===== src/jtag_trace_defines.vh =====
// constants of the test and trace port: tap state indices, instruction codes,
// debug control fields and trace widths. assumes inclusion by bare name.
//
// Overview of operation
// - scan mode: selected register's serial bit goes out on tdo at falling tck.
// - tdo is left undriven whenever no scan or trace bit is being shifted out.
// - scan mode: tdi shifts into instruction or data register on rising tck.
// - trace mode: tdi low at rising tck ends trace, back to scan.
// - tms sampled on rising tck steps the tap state machine.
// - trst low resets debug logic asynchronously, apart from processor reset.
// - capture clock equals processor clock; undriven if control bit 0 or 15 zero.
// - three status lines report debug mode, pipeline stall and exception.
`ifndef JTAG_TRACE_DEFINES_VH
`define JTAG_TRACE_DEFINES_VH

// *****************************
// tap state bit positions
// *****************************
`define ST_TLR 0
`define ST_RTI 1
`define ST_SEL_DR 2
`define ST_CAP_DR 3
`define ST_SH_DR 4
`define ST_EX1_DR 5
`define ST_PAU_DR 6
`define ST_EX2_DR 7
`define ST_UPD_DR 8
`define ST_SEL_IR 9
`define ST_CAP_IR 10
`define ST_SH_IR 11
`define ST_EX1_IR 12
`define ST_PAU_IR 13
`define ST_EX2_IR 14
`define ST_UPD_IR 15

// *****************************
// instructions and data registers
// *****************************
`define IR_W 4
`define IR_IDCODE 4'h1
`define IR_DBG_CTRL 4'h2
`define IR_BYPASS 4'hF
`define IR_CAPTURE 4'h1
`define IDCODE_VAL 32'h1000_0001 // arbitrary value, names no maker or part
`define CTRL_W 16
`define CTRL_RESET 16'h0000
`define CTRL_CLK_EN_LO 0
`define CTRL_TRACE_EN 1
`define CTRL_CLK_EN_HI 15

// *****************************
// trace stream
// *****************************
`define PC_W 32
`define PC_CNT_W 6
`define PC_CNT_FULL 6'h20

`endif


===== src/tap_state_machine.v =====
// sixteen-state test access port controller, advanced by a tck rising edge
// enable. assumes tms is already synchronised to clk and aligned with the edge.
`include "jtag_trace_defines.vh"

module tap_state_machine (
	input wire clk, // processor-side sampling clock
	input wire trst_n, // asynchronous debug reset, active low
	input wire tck_rise, // one-cycle pulse per rising tck
	input wire tms, // synchronised mode select
	output reg [15:0] state_r // one-hot tap state
);
	localparam [15:0] S_TLR = 16'h0001;
	localparam [15:0] S_RTI = 16'h0002;
	localparam [15:0] S_SEL_DR = 16'h0004;
	localparam [15:0] S_CAP_DR = 16'h0008;
	localparam [15:0] S_SH_DR = 16'h0010;
	localparam [15:0] S_EX1_DR = 16'h0020;
	localparam [15:0] S_PAU_DR = 16'h0040;
	localparam [15:0] S_EX2_DR = 16'h0080;
	localparam [15:0] S_UPD_DR = 16'h0100;
	localparam [15:0] S_SEL_IR = 16'h0200;
	localparam [15:0] S_CAP_IR = 16'h0400;
	localparam [15:0] S_SH_IR = 16'h0800;
	localparam [15:0] S_EX1_IR = 16'h1000;
	localparam [15:0] S_PAU_IR = 16'h2000;
	localparam [15:0] S_EX2_IR = 16'h4000;
	localparam [15:0] S_UPD_IR = 16'h8000;

	reg [15:0] state_nxt;

	// tms high walks every state to test-logic-reset in at most five edges
	always @* begin
		case (state_r)
			S_TLR: state_nxt = tms ? S_TLR : S_RTI;
			S_RTI: state_nxt = tms ? S_SEL_DR : S_RTI;
			S_SEL_DR: state_nxt = tms ? S_SEL_IR : S_CAP_DR;
			S_CAP_DR: state_nxt = tms ? S_EX1_DR : S_SH_DR;
			S_SH_DR: state_nxt = tms ? S_EX1_DR : S_SH_DR;
			S_EX1_DR: state_nxt = tms ? S_UPD_DR : S_PAU_DR;
			S_PAU_DR: state_nxt = tms ? S_EX2_DR : S_PAU_DR;
			S_EX2_DR: state_nxt = tms ? S_UPD_DR : S_SH_DR;
			S_UPD_DR: state_nxt = tms ? S_SEL_DR : S_RTI;
			S_SEL_IR: state_nxt = tms ? S_TLR : S_CAP_IR;
			S_CAP_IR: state_nxt = tms ? S_EX1_IR : S_SH_IR;
			S_SH_IR: state_nxt = tms ? S_EX1_IR : S_SH_IR;
			S_EX1_IR: state_nxt = tms ? S_UPD_IR : S_PAU_IR;
			S_PAU_IR: state_nxt = tms ? S_EX2_IR : S_PAU_IR;
			S_EX2_IR: state_nxt = tms ? S_UPD_IR : S_SH_IR;
			S_UPD_IR: state_nxt = tms ? S_SEL_DR : S_RTI;
			default: state_nxt = S_TLR;
		endcase
	end

	always @(posedge clk or negedge trst_n) begin
		if (!trst_n) begin
			state_r <= S_TLR;
		end else if (tck_rise) begin
			state_r <= state_nxt;
		end
	end
endmodule


===== src/jtag_trace_debug_port.v =====
// test and debug port: scan access through a tap, a debug control register
// and a serial program counter trace on tdo.
// assumes tck, tms, tdi and trst_n come from pins; processor signals are on ref_clk.
`include "jtag_trace_defines.vh"

module jtag_trace_debug_port (
	input wire ref_clk, // 50 MHz clock
	input wire reset_n, // processor-side reset, active low
	input wire tck, // test clock pin
	input wire tms, // test mode select pin
	input wire tdi, // test data input pin
	input wire trst_n, // test reset pin, active low
	input wire pc_load, // pulse: non-sequential pc to trace
	input wire [31:0] pc_value, // pc value with pc_load
	input wire cpu_debug_mode, // processor is in debug mode
	input wire cpu_stall, // processor pipeline stalled
	input wire cpu_exception, // processor took an exception
	output reg tdo, // test data / trace output
	output reg tdo_oe, // tdo driven when high
	output reg trace_capture_clock, // processor clock copy for trace capture
	output reg trace_capture_clock_oe, // capture clock driven when high
	output reg [2:0] cpu_status_lines, // debug, stall, exception
	output reg trace_active // trace mode is on
);
	// *****************************
	// pin synchronisers
	// *****************************
	wire [2:0] pin_raw;
	reg [2:0] pin_meta_r;
	reg [2:0] pin_sync_r;
	reg tck_prev_r;

	assign pin_raw = {tdi, tms, tck};
	// reset to tck's idle low so no false edge follows a reset
	// limitation: a reset_n pulse while tck is high yields one false rise

	genvar g;
	generate
		for (g = 0; g < 3; g = g + 1) begin : sync_g
			always @(posedge ref_clk or negedge reset_n) begin
				if (!reset_n) begin
					pin_meta_r[g] <= 1'b0;
					pin_sync_r[g] <= 1'b0;
				end else begin
					pin_meta_r[g] <= pin_raw[g];
					pin_sync_r[g] <= pin_meta_r[g];
				end
			end
		end
	endgenerate

	always @(posedge ref_clk or negedge reset_n) begin
		if (!reset_n) begin
			tck_prev_r <= 1'b0;
		end else begin
			tck_prev_r <= pin_sync_r[0];
		end
	end

	wire tck_s = pin_sync_r[0];
	wire tms_s = pin_sync_r[1];
	wire tdi_s = pin_sync_r[2];
	wire tck_rise = tck_s & ~tck_prev_r;
	wire tck_fall = ~tck_s & tck_prev_r;

	// *****************************
	// tap controller
	// *****************************
	wire [15:0] tap_state;
	// tap lags the pin by about three ref_clk cycles; tms and tdi must stand around each tck edge

	tap_state_machine u_tap (
		.clk(ref_clk),
		.trst_n(trst_n),
		.tck_rise(tck_rise),
		.tms(tms_s),
		.state_r(tap_state)
	);

	// *****************************
	// instruction and data registers
	// *****************************
	reg [`IR_W-1:0] ir_r;
	reg [`IR_W-1:0] ir_shift_r;
	reg [31:0] dr_shift_r;
	reg [31:0] dr_shift_nxt;
	reg [`CTRL_W-1:0] ctrl_r;

	// unknown instructions fall to a one-bit bypass that captures zero
	// shift toward bit 0, new bit enters at the top of the selected length
	function [31:0] dr_shifted;
		input [`IR_W-1:0] ir;
		input [31:0] sh;
		input bit_in;
		begin
			case (ir)
				`IR_IDCODE: dr_shifted = {bit_in, sh[31:1]};
				`IR_DBG_CTRL: dr_shifted = {16'h0000, bit_in, sh[15:1]};
				default: dr_shifted = {31'h0000_0000, bit_in};
			endcase
		end
	endfunction

	always @* begin
		dr_shift_nxt = dr_shift_r;
		if (tap_state[`ST_CAP_DR]) begin
			case (ir_r)
				`IR_IDCODE: dr_shift_nxt = `IDCODE_VAL;
				`IR_DBG_CTRL: dr_shift_nxt = {16'h0000, ctrl_r};
				default: dr_shift_nxt = 32'h0000_0000;
			endcase
		end else if (tap_state[`ST_SH_DR]) begin
			dr_shift_nxt = dr_shifted(ir_r, dr_shift_r, tdi_s);
		end
	end

	// registers hang off trst_n only so a processor reset leaves debug state alone
	always @(posedge ref_clk or negedge trst_n) begin
		if (!trst_n) begin
			ir_r <= `IR_IDCODE;
			ir_shift_r <= {`IR_W{1'b0}};
			dr_shift_r <= 32'h0000_0000;
			ctrl_r <= `CTRL_RESET;
		end else if (tck_rise) begin
			dr_shift_r <= dr_shift_nxt;
			if (tap_state[`ST_TLR]) begin
				ir_r <= `IR_IDCODE;
				ctrl_r <= `CTRL_RESET;
			end
			if (tap_state[`ST_CAP_IR]) begin
				ir_shift_r <= `IR_CAPTURE;
			end else if (tap_state[`ST_SH_IR]) begin
				ir_shift_r <= {tdi_s, ir_shift_r[`IR_W-1:1]};
			end
			if (tap_state[`ST_UPD_IR]) begin
				ir_r <= ir_shift_r;
			end
			// a control write in the same edge wins over the trace exit
			if (tap_state[`ST_UPD_DR] && ir_r == `IR_DBG_CTRL) begin
				ctrl_r <= dr_shift_r[`CTRL_W-1:0];
			end else if (ctrl_r[`CTRL_TRACE_EN] && !tdi_s) begin
				ctrl_r[`CTRL_TRACE_EN] <= 1'b0;
			end
		end
	end

	// *****************************
	// trace stream
	// *****************************
	reg [`PC_W-1:0] pc_shift_r;
	reg [`PC_CNT_W-1:0] pc_cnt_r;
	reg pc_pend_r;
	reg [`PC_W-1:0] pc_hold_r;

	wire trace_on = ctrl_r[`CTRL_TRACE_EN];
	// capture clock falls after a high phase: tdo moves there, one bit per processor clock
	wire cpu_en = trace_capture_clock;

	always @(posedge ref_clk or negedge trst_n) begin
		if (!trst_n) begin
			pc_shift_r <= {`PC_W{1'b0}};
			pc_cnt_r <= {`PC_CNT_W{1'b0}};
			pc_pend_r <= 1'b0;
			pc_hold_r <= {`PC_W{1'b0}};
			tdo <= 1'b0;
			tdo_oe <= 1'b0;
			trace_active <= 1'b0;
		end else begin
			trace_active <= trace_on;
			if (!trace_on) begin
				pc_cnt_r <= {`PC_CNT_W{1'b0}};
				pc_pend_r <= 1'b0;
				if (tck_fall) begin
					tdo <= tap_state[`ST_SH_IR] ? ir_shift_r[0] : dr_shift_r[0];
					tdo_oe <= tap_state[`ST_SH_IR] | tap_state[`ST_SH_DR];
				end else if (trace_active) begin
					// trace has just ended: release tdo instead of leaving a stale trace bit driven
					tdo_oe <= 1'b0;
				end
			end else begin
				// a new pc while one is pending replaces it; the stream shows the latest
				if (pc_load) begin
					pc_pend_r <= 1'b1;
					pc_hold_r <= pc_value;
				end
				if (cpu_en) begin
					if (pc_cnt_r != {`PC_CNT_W{1'b0}}) begin
						tdo <= pc_shift_r[0];
						tdo_oe <= 1'b1;
						pc_shift_r <= {1'b0, pc_shift_r[`PC_W-1:1]};
						pc_cnt_r <= pc_cnt_r - 1'b1;
					end else begin
						tdo_oe <= 1'b0;
						// no load while a pc_load lands, so the pending set never meets its clear
						if (pc_pend_r && !pc_load) begin
							pc_shift_r <= pc_hold_r;
							pc_cnt_r <= `PC_CNT_FULL;
							pc_pend_r <= 1'b0;
						end
					end
				end
			end
		end
	end

	// *****************************
	// capture clock and status lines
	// *****************************
	always @(posedge ref_clk or negedge reset_n) begin
		if (!reset_n) begin
			trace_capture_clock <= 1'b0;
			trace_capture_clock_oe <= 1'b0;
			cpu_status_lines <= 3'h0;
		end else begin
			// processor clock taken as ref_clk halved; keeps running through a trst pulse
			trace_capture_clock <= ~trace_capture_clock;
			trace_capture_clock_oe <= ctrl_r[`CTRL_CLK_EN_LO] & ctrl_r[`CTRL_CLK_EN_HI];
			cpu_status_lines <= {cpu_exception, cpu_stall, cpu_debug_mode};
		end
	end
endmodule


===== config.mk =====
export PLATFORM = sky130hd
export DESIGN_NAME = jtag_trace_debug_port
export DESIGN_NICKNAME = d
export VERILOG_FILES = /design/src/tap_state_machine.v /design/src/jtag_trace_debug_port.v
export VERILOG_INCLUDE_DIRS = /design/src /design/src/src
export SDC_FILE = /design/constraint.sdc
export NUM_CORES = 1
export LEC_CHECK = 0
export BUFFER_PORTS_ARGS = -buffer_cell sky130_fd_sc_hd__clkbuf_2
export CELL_PAD_IN_SITES_DETAIL_PLACEMENT = 2
export CELL_PAD_IN_SITES_GLOBAL_PLACEMENT = 2
export CORE_MARGIN = 8
export CORE_UTILIZATION = 40
export CTS_BUF_LIST = sky130_fd_sc_hd__clkbuf_8
export CTS_CLUSTER_DIAMETER = 200
export DETAILED_ROUTE_END_ITERATION = 6
export PLACE_DENSITY = 0.84
export SYNTH_ARGS = -nofsm -noshare
export SYNTH_HDL_FRONTEND = slang
export SYNTH_HIERARCHICAL = 1
export SYNTH_SLANG_ARGS = --single-unit

===== constraint.sdc =====
create_clock -name ref_clk -period 3.1 [get_ports ref_clk]
set_input_delay 0.31 -clock ref_clk [delete_from_list [all_inputs] [get_ports ref_clk]]
set_output_delay 0.31 -clock ref_clk [all_outputs]
set_load 0.005 [all_outputs]

### Word level (Yosys, flattened, before mapping)

Cells that the tools add are included.

* word-level logic and storage cells: 126
* input bits: 42
* flip-flop bits (word level): 158

* equal/unequal tests: 21
* bitwise gates (word level): 7
* $add $sub $neg: 1
* muxes and demuxes: 47
* reductions and logical operators: 27

Operator list (count)
* $pmux W16 S12: 1
* $mux W32: 4
* $pmux W32 S2: 1
* $pmux W29 S2: 1
* $mux W16: 3
* $mux W6: 5
* $mux W1: 18
* $mux W9: 2
* $eq A16 B1 Y1 const B: 1
* $eq A16 B10 Y1 const B: 1
* $eq A16 B11 Y1 const B: 1
* $eq A16 B12 Y1 const B: 1
* $eq A16 B13 Y1 const B: 1
* $eq A16 B14 Y1 const B: 1
* $eq A16 B15 Y1 const B: 1
* $eq A16 B16 Y1 const B: 1
* $eq A16 B2 Y1 const B: 1
* $eq A16 B3 Y1 const B: 1
* $eq A16 B4 Y1 const B: 1
* $eq A16 B5 Y1 const B: 1
* $eq A16 B6 Y1 const B: 1
* $eq A16 B7 Y1 const B: 1
* $eq A16 B8 Y1 const B: 1
* $eq A16 B9 Y1 const B: 1
* other kinds (27): 52

### Depth between registers and ports, before layout

Gate-level depths: netlist of the first run.

* word-level depth: 6
* depth in mapped cells: 8

### Hierarchy

Netlist of the first run, hierarchy kept.

By module, submodules not included
* jtag_trace_debug_port: instances 1, seq. area each 3554.7 um2, cells an instance 506, area an instance 5819.3 um2
* tap_state_machine: instances 1, seq. area each 401.6 um2, cells an instance 120, area an instance 1043.5 um2

### Least setup slack after synthesis of the first run

OpenSTA, ideal clock, no wires.

* kind: register -> register
* from: register u_tap.state_r[3]
* to: register u_tap.state_r[14]
* buffers on the path: 0
* setup time: 80 ps
* setup slack: 912 ps
* required time: 3020 ps
* stages on the path, launching flop included: 6
* arrival time: 2109 ps
* cell sequence: dfrtp_1 -> or4_4 -> nor4b_4 -> nand4_1 -> or4_1 -> mux2i_1

* longest elaborated chain between the ends: 3

Ends and longest elaborated chain
* start, declared: RTL line tap_state_machine.v:10 `output reg [15:0] state_r`
* start signal, assigned: RTL line tap_state_machine.v:58 `state_r <= state_nxt;`
* $eq A16 B2 Y1, or another cell as far along: RTL line tap_state_machine.v:33 `case (state_r)`
* $reduce_or A3 Y1 (no line) / $reduce_or A2 Y1 (equally long branches)
* $pmux W16 S12 *: RTL line tap_state_machine.v:33

Mark *: on every way between the ends. The rest lies on a longest branch, timed or not.
A chain may end at the register's enable or synchronous reset.

### Final worst setup path of the first run

Same ends and word-level chain as after synthesis.

==> out/qor.txt, run 1 <==
SYNTH
---------------------------------------------------------------------------------
Fraction of synthesis flops using an asynchronous set or reset pin .         1.00
Yosys warns ........................................................            6
Sequential-to-total area share from yosys stat .....................        0.576
Most instantiated flip-flop cell in the synthesis netlist ..........      dfrtp_1
Net count of the mapped netlist ....................................          669
Post-synthesis average cell area ...................................     11.0 µm²
FF+latch count, synth ..............................................          158
Synth top area cells ............................................... dfrtp_1, mux2_2, nand2_1, a22o_1, a31oi_1
Cell taking the most area after synthesis ..........................      dfrtp_1
Distinct cell type count of the synthesized netlist ................           60
Count of flip-flops with a built-in enable after synthesis .........            0
Netlist area before placement ......................................     6860 µm²
Yosys top cell area share ..........................................        0.569
Number of instances in the synthesized netlist .....................          626

CTS
---------------------------------------------------------------------------------
Post-CTS resize count ..............................................            0
Count of clock tree sinks ..........................................          158
Clock-pin slew on the worst setup and hold paths ...................      0.09 ns
Deepest level of the CTS H-tree ....................................            4
Clock network latency to the later pin of the worst-skew pair ......      0.46 ns
Maximum clock insertion buffer count ...............................            2
TritonCTS clock tree ...............................................        built
Number of buffers created by CTS ...................................           17
Root buffer cell ...................................................     clkbuf_8

CRITICAL PATH
---------------------------------------------------------------------------------
Startpoint kind of the worst setup timing path .....................     register
Crit-path slowest cell .............................................        or4_4
R2r worst-path depth ...............................................            5
Critical R2R Launch ................................................ u_tap/state_r[3]
Arrival time of the worst setup path ...............................      2.94 ns
Start point of the critical path ................................... u_tap/state_r[3]
Cell-by-cell trace of the critical path ............................ or4_4 > nor4b_4 > nand4_1 > or4_1 > mux2i_1
Category of the critical setup timing path .........................      reg2reg
Slowest cell delay on critical path ................................      0.65 ns
Element type at the critical path end ..............................     register
Crit-path max FO ...................................................           14
Data required time at the worst endpoint ...........................      3.48 ns

GRT
---------------------------------------------------------------------------------
Number of global-route vias before repair ..........................         5617
Maximum number of pins on one net before global-route repair .......           65
Global-route usage over all layers .................................        0.174
Antenna violations before repair ...................................            0
GRT Residual Overflow ..............................................            0
Global-route wire length before repair .............................     30400 µm

TIMING
---------------------------------------------------------------------------------
Final critical-path setup slack ....................................     0.538 ns
Setup violations, final ............................................            0
Post-Route Skew ....................................................    0.0130 ns
Fraction of the cycle the final worst path needs ...................        0.826
Final Hold Violating Endpoints .....................................            0
Setup repair after global routing missed its margin ................        false
Total Negative Setup Slacks ........................................         0 ns
Timing-limited maximum frequency ...................................    0.390 GHz
Final Slew Violations ..............................................            0
Clock period minus final worst setup slack .........................      2.56 ns
Relative max-transition margin .....................................        0.413
Worst-Margin Slew ..................................................     0.875 ns

PLACED DESIGN
---------------------------------------------------------------------------------
GPL Wtd Cong .......................................................        0.805
Number of buffer cells added on primary ports ......................           49
Pre-CTS WS .........................................................     0.598 ns
Placed wire-length estimate after detailed placement ...............     12100 µm

POWER
---------------------------------------------------------------------------------
Total power consumption of the routed design .......................      3900 µW
Static power due to leakage ........................................   0.00336 µW
IR Drop Worst-Case VDD .............................................     0.277 mV
Areal power density over the cells .................................   503 nW/µm²

DIE
---------------------------------------------------------------------------------
Die area ...........................................................    21600 µm²
Site row count .....................................................           48
Die width ..........................................................       147 µm
Count of pins on the block boundary ................................           50
Starting density of the core .......................................        0.402
Core outline area ..................................................    17100 µm²
DIE HEIGHT .........................................................       147 µm

ROUTE
---------------------------------------------------------------------------------
DRT antenna net count ..............................................            0
Avg Vias per Cell ..................................................         5.53
Number of DRC markers after the initial detailed-route iteration ...          286
Via count ..........................................................         5041
Average detailed-routed wire length per instance ...................      19.9 µm
Iteration count of the initial detailed-routing pass ...............            4
Final Routed Wirelength ............................................     18100 µm
Final routed DRC violation total ...................................            0

JOB
---------------------------------------------------------------------------------
Total of max-cap violations ........................................            0

WORST HOLD PATH
---------------------------------------------------------------------------------
Hold path cells ....................................................            2
Min-Delay Path Class ...............................................       in2reg
Hold path startpoint ............................................... pc_value[18]

FINISH
---------------------------------------------------------------------------------
Fraction of final layout cells sized beyond drive strength 1 .......        0.211
Area delta synth->final ............................................        13.0%
Antenna diodes .....................................................            0
Fill cell total of the finished layout .............................         1769
Number of nets in the finished design ..............................          716

RUN STATUS
---------------------------------------------------------------------------------
Status ............................................................. complete, no violations

[timing repair]
item / 4_1_cts / 5_1_grt
buffers inserted: 0 / 0
hold endpoints to repair: 78 / 0
hold buffers: 8 / 0
[sequential cells by signal, indices dropped and copies added, names as in the netlist]
name                    flops
pc_pend_r                   1
tms_s                       1
dr_shift_r                 32
pc_shift_r                 32
pin_meta_r                  3
pc_cnt_r                    6
cpu_status_lines            3
u_tap/state_r              16
ir_shift_r                  4
trace_capture_clock         1
pc_hold_r                  32
ir_r                        4
ctrl_r                     16
tdo                         1
tck_prev_r                  1
trace_capture_clock_oe      1
tdo_oe                      1
tck_s                       1
trace_active                1
tdi_s                       1
[critical path, delay by kind of cell (launching register included)]
kind / cells / cell delay, ns
flops: 1 / 0.60
simple gates: 4 / 1.74
mux: 1 / 0.14
[where the power goes]
group          leakage, µW  switching [µW]  internal (µW)
logic              0.00117             167            113
registers          0.00201            58.9           2100
clock network     0.000182             823            644
total              0.00336            1050           2850
[area by class of cell]
type	count	area, µm²	share of cell area
timing repair buffer	67	419	0.0541
sequential	158	3960	0.510
clock buffer	17	234	0.0302
inverter	21	78.8	0.0102
multi-input combinational	408	2650	0.341
clock inverter	15	138	0.0178
tap	225	282	0.0363
[cells in the mapped netlist (2+ instances only)]
| library cell | number |
|---|---|
| buf_2 | 20 |
| a22oi_1 | 15 |
| a21boi_0 | 2 |
| mux2i_1 | 5 |
| nor4_2 | 2 |
| buf_4 | 4 |
| xor2_1 | 4 |
| a22o_1 | 30 |
| dfrtp_1 | 156 |
| o21ai_1 | 13 |
| nor4_1 | 5 |
| inv_1 | 18 |
| o21ai_0 | 20 |
| or4_1 | 4 |
| and2_1 | 4 |
| o31ai_1 | 4 |
| nor2_1 | 42 |
| a21oi_1 | 11 |
| a32oi_1 | 2 |
| dfstp_2 | 2 |
| xnor2_1 | 5 |
| clkbuf_1 | 15 |
| nor2b_1 | 4 |
| o41ai_1 | 2 |
| a31oi_1 | 36 |
| o22ai_1 | 9 |
| nand4_1 | 6 |
| nor4b_4 | 2 |
| o22a_1 | 2 |
| nand3_1 | 7 |
| mux2_2 | 33 |
| nand2_1 | 94 |
| a32o_1 | 4 |
| nor3_1 | 7 |
| nand2b_1 | 9 |
| or3_1 | 2 |
| inv_2 | 3 |
[per-stage QoR]
stage	std cells	util	hold WS, ns	cell area (µm²)
6_report	911	0.455	0.0730	7750
5_1_grt	911	0.455	0.0412	7750
4_1_cts	911	0.455	0.0486	7750
3_5_place_dp	871	0.428	0.258	7300
3_3_place_gp	871	0.428	0.250	7300
2_1_floorplan	626	-	0.0144	6860
[cells by family after synthesis]
group | share of synthesized area
adder cells (fa/ha/maj) | 0.00182
AND/OR/NAND/NOR | 0.148
AO/OA/AOI/OAI | 0.162
buffers and inverters | 0.0387
multiplexers | 0.0614
flip-flops | 0.576
XOR/XNOR | 0.0115
[cells in the final DEF (no fill, tap or decap), types with 3 or more instances in the layout]
| cell type | netlist | final |
|---|---|---|
| a21oi_1 | 11 | 11 |
| a22o_1 | 30 | 30 |
| a22oi_1 | 15 | 15 |
| a31oi_1 | 36 | 36 |
| a32o_1 | 4 | 4 |
| and2_1 | 4 | 4 |
| buf_4 | 4 | 9 |
| clkbuf_2 | 0 | 48 |
| clkbuf_8 | 0 | 17 |
| clkinv_2 | 0 | 4 |
| clkinvlp_4 | 0 | 4 |
| dfrtp_1 | 156 | 156 |
| dlygate4sd3_1 | 0 | 8 |
| inv_1 | 18 | 18 |
| inv_2 | 3 | 3 |
| mux2_2 | 33 | 33 |
| mux2i_1 | 5 | 5 |
| nand2_1 | 94 | 94 |
| nand2b_1 | 9 | 9 |
| nand3_1 | 7 | 7 |
| nand4_1 | 6 | 6 |
| nor2_1 | 42 | 42 |
| nor2b_1 | 4 | 4 |
| nor3_1 | 7 | 7 |
| nor4_1 | 5 | 5 |
| o21ai_0 | 20 | 20 |
| o21ai_1 | 13 | 12 |
| o22ai_1 | 9 | 9 |
| o31ai_1 | 4 | 4 |
| or4_1 | 4 | 4 |
| xnor2_1 | 5 | 5 |
| xor2_1 | 4 | 4 |
[worst paths after layout]
path                                endpoint  slack (ns)
max                        u_tap/state_r[14]        0.54
min                            pc_hold_r[18]        0.07
max reg2reg                u_tap/state_r[14]        0.54
min reg2reg                            tdi_s        0.36
max in group asynchronous   u_tap/state_r[0]        1.90
min in group asynchronous              tdi_s        0.34
[metal layers]
layer  GRT usage  share of wire
met2       0.298           0.52
met5           0              0
met1       0.217           0.44
met4      0.0484         0.0077
met3      0.0381          0.031
(Power assumes the default switching activity.)
==> run 2, diff against run 1 <==
--- a/config.mk
+++ b/config.mk
@@ -10,7 +10,7 @@
 export CELL_PAD_IN_SITES_DETAIL_PLACEMENT = 2
 export CELL_PAD_IN_SITES_GLOBAL_PLACEMENT = 2
 export CORE_MARGIN = 8
-export CORE_UTILIZATION = 40
+export CORE_UTILIZATION = 38
 export CTS_BUF_LIST = sky130_fd_sc_hd__clkbuf_8
 export CTS_CLUSTER_DIAMETER = 200
 export DETAILED_ROUTE_END_ITERATION = 6
==> constraint.sdc (replaced) <==
create_clock -name ref_clk -period 2.1 [get_ports ref_clk]
set_input_delay 0.21 -clock ref_clk [delete_from_list [all_inputs] [get_ports ref_clk]]
set_output_delay 0.21 -clock ref_clk [all_outputs]
set_load 0.005 [all_outputs]
==> out/qor.txt, run 2 (synthesis results as in run 1) <==
TIMING
-------------------------------------------------------------------------------
Worst-Margin Slew ................................................     0.566 ns
Timing-limited maximum frequency .................................    0.456 GHz
Hold Slack .......................................................    0.0241 ns
Setup repair after global routing missed its margin ..............         true
Final Slew Violations ............................................            0
Final critical-path setup slack ..................................   -0.0932 ns
Setup violations, final ..........................................            2
Relative max-transition margin ...................................        0.619
Post-Route Skew ..................................................    0.0186 ns
Fraction of the cycle the final worst path needs .................         1.04
Clock period minus final worst setup slack .......................      2.19 ns
Total Negative Setup Slacks ......................................   -0.0965 ns
Final Hold Violating Endpoints ...................................            0

CTS
-------------------------------------------------------------------------------
Clock network latency to the later pin of the worst-skew pair ....      0.46 ns
Root buffer cell .................................................     clkbuf_8
Maximum clock insertion buffer count .............................            2
Count of clock tree sinks ........................................          158
TritonCTS clock tree .............................................        built
Deepest level of the CTS H-tree ..................................            4
Clock-pin slew on the worst setup and hold paths .................      0.10 ns
Number of buffers created by CTS .................................           17

POWER
-------------------------------------------------------------------------------
Sw Ratio .........................................................        0.265
Sw power .........................................................      1650 µW
Areal power density over the cells ...............................   743 nW/µm²
IR Drop Worst-Case VDD ...........................................     0.461 mV
Static power due to leakage ......................................   0.00367 µW
Total power consumption of the routed design .....................      6210 µW
Clock power share ................................................        0.402
Share of power burned in combinational logic .....................        0.086
Internal power ...................................................      4570 µW
Proportion of power drawn by flip-flops and latches ..............        0.512

ROUTE
-------------------------------------------------------------------------------
Via count ........................................................         5544
Iteration count of the initial detailed-routing pass .............            4
DRT antenna net count ............................................            0
Average detailed-routed wire length per instance .................      23.8 µm
Number of DRC markers after the initial detailed-route iteration .          327
Avg Vias per Cell ................................................         5.73
Final Routed Wirelength ..........................................     23000 µm
Final routed DRC violation total .................................            0

GRT
-------------------------------------------------------------------------------
GRT Residual Overflow ............................................            0
Met1 Use GR ......................................................        0.245
Maximum number of pins on one net before global-route repair .....           65
Antenna violations before repair .................................            0
Number of global-route vias before repair ........................         6396
Global-route wire length before repair ...........................     36800 µm
Global route hottest layer .......................................         met2
Global-route usage over all layers ...............................        0.210
Global routing usage on met3 .....................................       0.0376
Met2 GRT Util ....................................................        0.376

DIE
-------------------------------------------------------------------------------
DIE HEIGHT .......................................................       150 µm
Die area .........................................................    22600 µm²
Die width ........................................................       150 µm
Count of pins on the block boundary ..............................           50
Site row count ...................................................           49
Core outline area ................................................    17800 µm²
Starting density of the core .....................................        0.385

PLACED DESIGN
-------------------------------------------------------------------------------
Placed wire-length estimate after detailed placement .............     12700 µm
Pre-CTS WS .......................................................    0.0461 ns
Number of buffer cells added on primary ports ....................           49
Placed standard-cell area ........................................     7530 µm²
GPL Wtd Cong .....................................................        0.855

FINISH
-------------------------------------------------------------------------------
Layout Cell Area excl Fill .......................................     8360 µm²
Largest registers ................................................ dr_shift_r: 32 flops, pc_hold_r: 32 flops, pc_shift_r: 32 flops
Area delta synth->final ..........................................        21.9%
Fill cell total of the finished layout ...........................         1756
Most frequent cells in the layout ................................ dfrtp_1, nand2_1, clkbuf_2, nor2_1, dlygate4sd3_1
Fraction of final layout cells sized beyond drive strength 1 .....        0.230
Register cell area after layout ..................................     3960 µm²
Number of nets in the finished design ............................          769
Footprint of the multi-input gates ...............................     2660 µm²
Antenna diodes ...................................................            0
Leading cell type in the layout, fill and taps excluded ..........      dfrtp_1

WORST HOLD PATH
-------------------------------------------------------------------------------
Min-Delay Path Class .............................................       in2reg

CRITICAL PATH
-------------------------------------------------------------------------------
Element type at the critical path end ............................     register
Category of the critical setup timing path .......................      reg2reg
Startpoint kind of the worst setup timing path ...................     register
Crit-path max FO .................................................            3
Data required time at the worst endpoint .........................      2.45 ns
Arrival time of the worst setup path .............................      2.55 ns

RUN STATUS
-------------------------------------------------------------------------------
Status ........................................................... finished, violations left
Failing checks ................................................... negative setup slack

JOB
-------------------------------------------------------------------------------
Total of max-cap violations ......................................            0

## run 2: path summary, 6_finish.rpt
| path | start | to | slack [ns] | depth (start not counted) |
|---|---|---|---|---|
| worst max-delay path | u_tap/state_r[3] | u_tap/state_r[14] | -0.09 | 5 |
| worst min-delay path | pc_load | pc_pend_r | 0.02 | 2 |
| worst max register to register | u_tap/state_r[3] | u_tap/state_r[14] | -0.09 | 5 |
| worst min register to register | pin_meta_r[2] | tdi_s | 0.36 | 0 |
| max in group asynchronous | trst_n | ir_r[0] | 1.12 | 3 |
| min in group asynchronous | reset_n | pin_meta_r[1] | 0.28 | 2 |
## run 2: layout make-up
| type | count | area share |
|---|---|---|
| Timing Repair Buffer | 120 | 0.114 |
| Sequential cell | 158 | 0.473 |
| Inverter | 21 | 0.00943 |
| Clock buffer | 19 | 0.0313 |
| Tap cell | 229 | 0.0343 |
| Clock inverter | 13 | 0.0196 |
| Multi-Input combinational cell | 408 | 0.318 |
## run 2: through the flow
step | util | instances
4_1_cts | 0.467 | 965
3_3_place_gp | 0.422 | 896
6_report | 0.469 | 968
3_5_place_dp | 0.422 | 896
5_1_grt | 0.469 | 968
2_1_floorplan | - | 626
## run 2: power groups by stage
| stage | sequential, µW | clock, µW | combinational (µW) |
|---|---|---|---|
| 2_1_floorplan | 3190 | 0 | 243 |
| 3_3_place_gp | 3230 | 0 | 415 |
| 3_5_place_dp | 3230 | 0 | 442 |
| 4_1_cts | 3170 | 2500 | 513 |
| 5_1_grt | 3190 | 2660 | 577 |
| 6_report | 3180 | 2500 | 534 |
## run 2: critical path, cell delays in order, from the launching register on
cell     delay [ns]
dfrtp_2        0.42
or4_4          0.57
nor4b_4        0.26
nand4_1        0.19
or4_1          0.44
mux2i_1        0.21
## run 2: per-layer routing
layer / share of wire / routed length, µm / up-vias
met3: 0.039 / 891 / 49
met1: 0.40 / 9190 / 2920
met4: 0.025 / 584 / 0
met2: 0.54 / 12400 / 137
met5: 0 / 0 / -
li1: - / - / 2438
## run 2: timing repair
action	4_1_cts	5_1_grt
endpoints found under the hold margin	93	2
gates resized for setup	1	2
hold buffers	37	2
buffers inserted	0	1
setup endpoints to repair	4	17
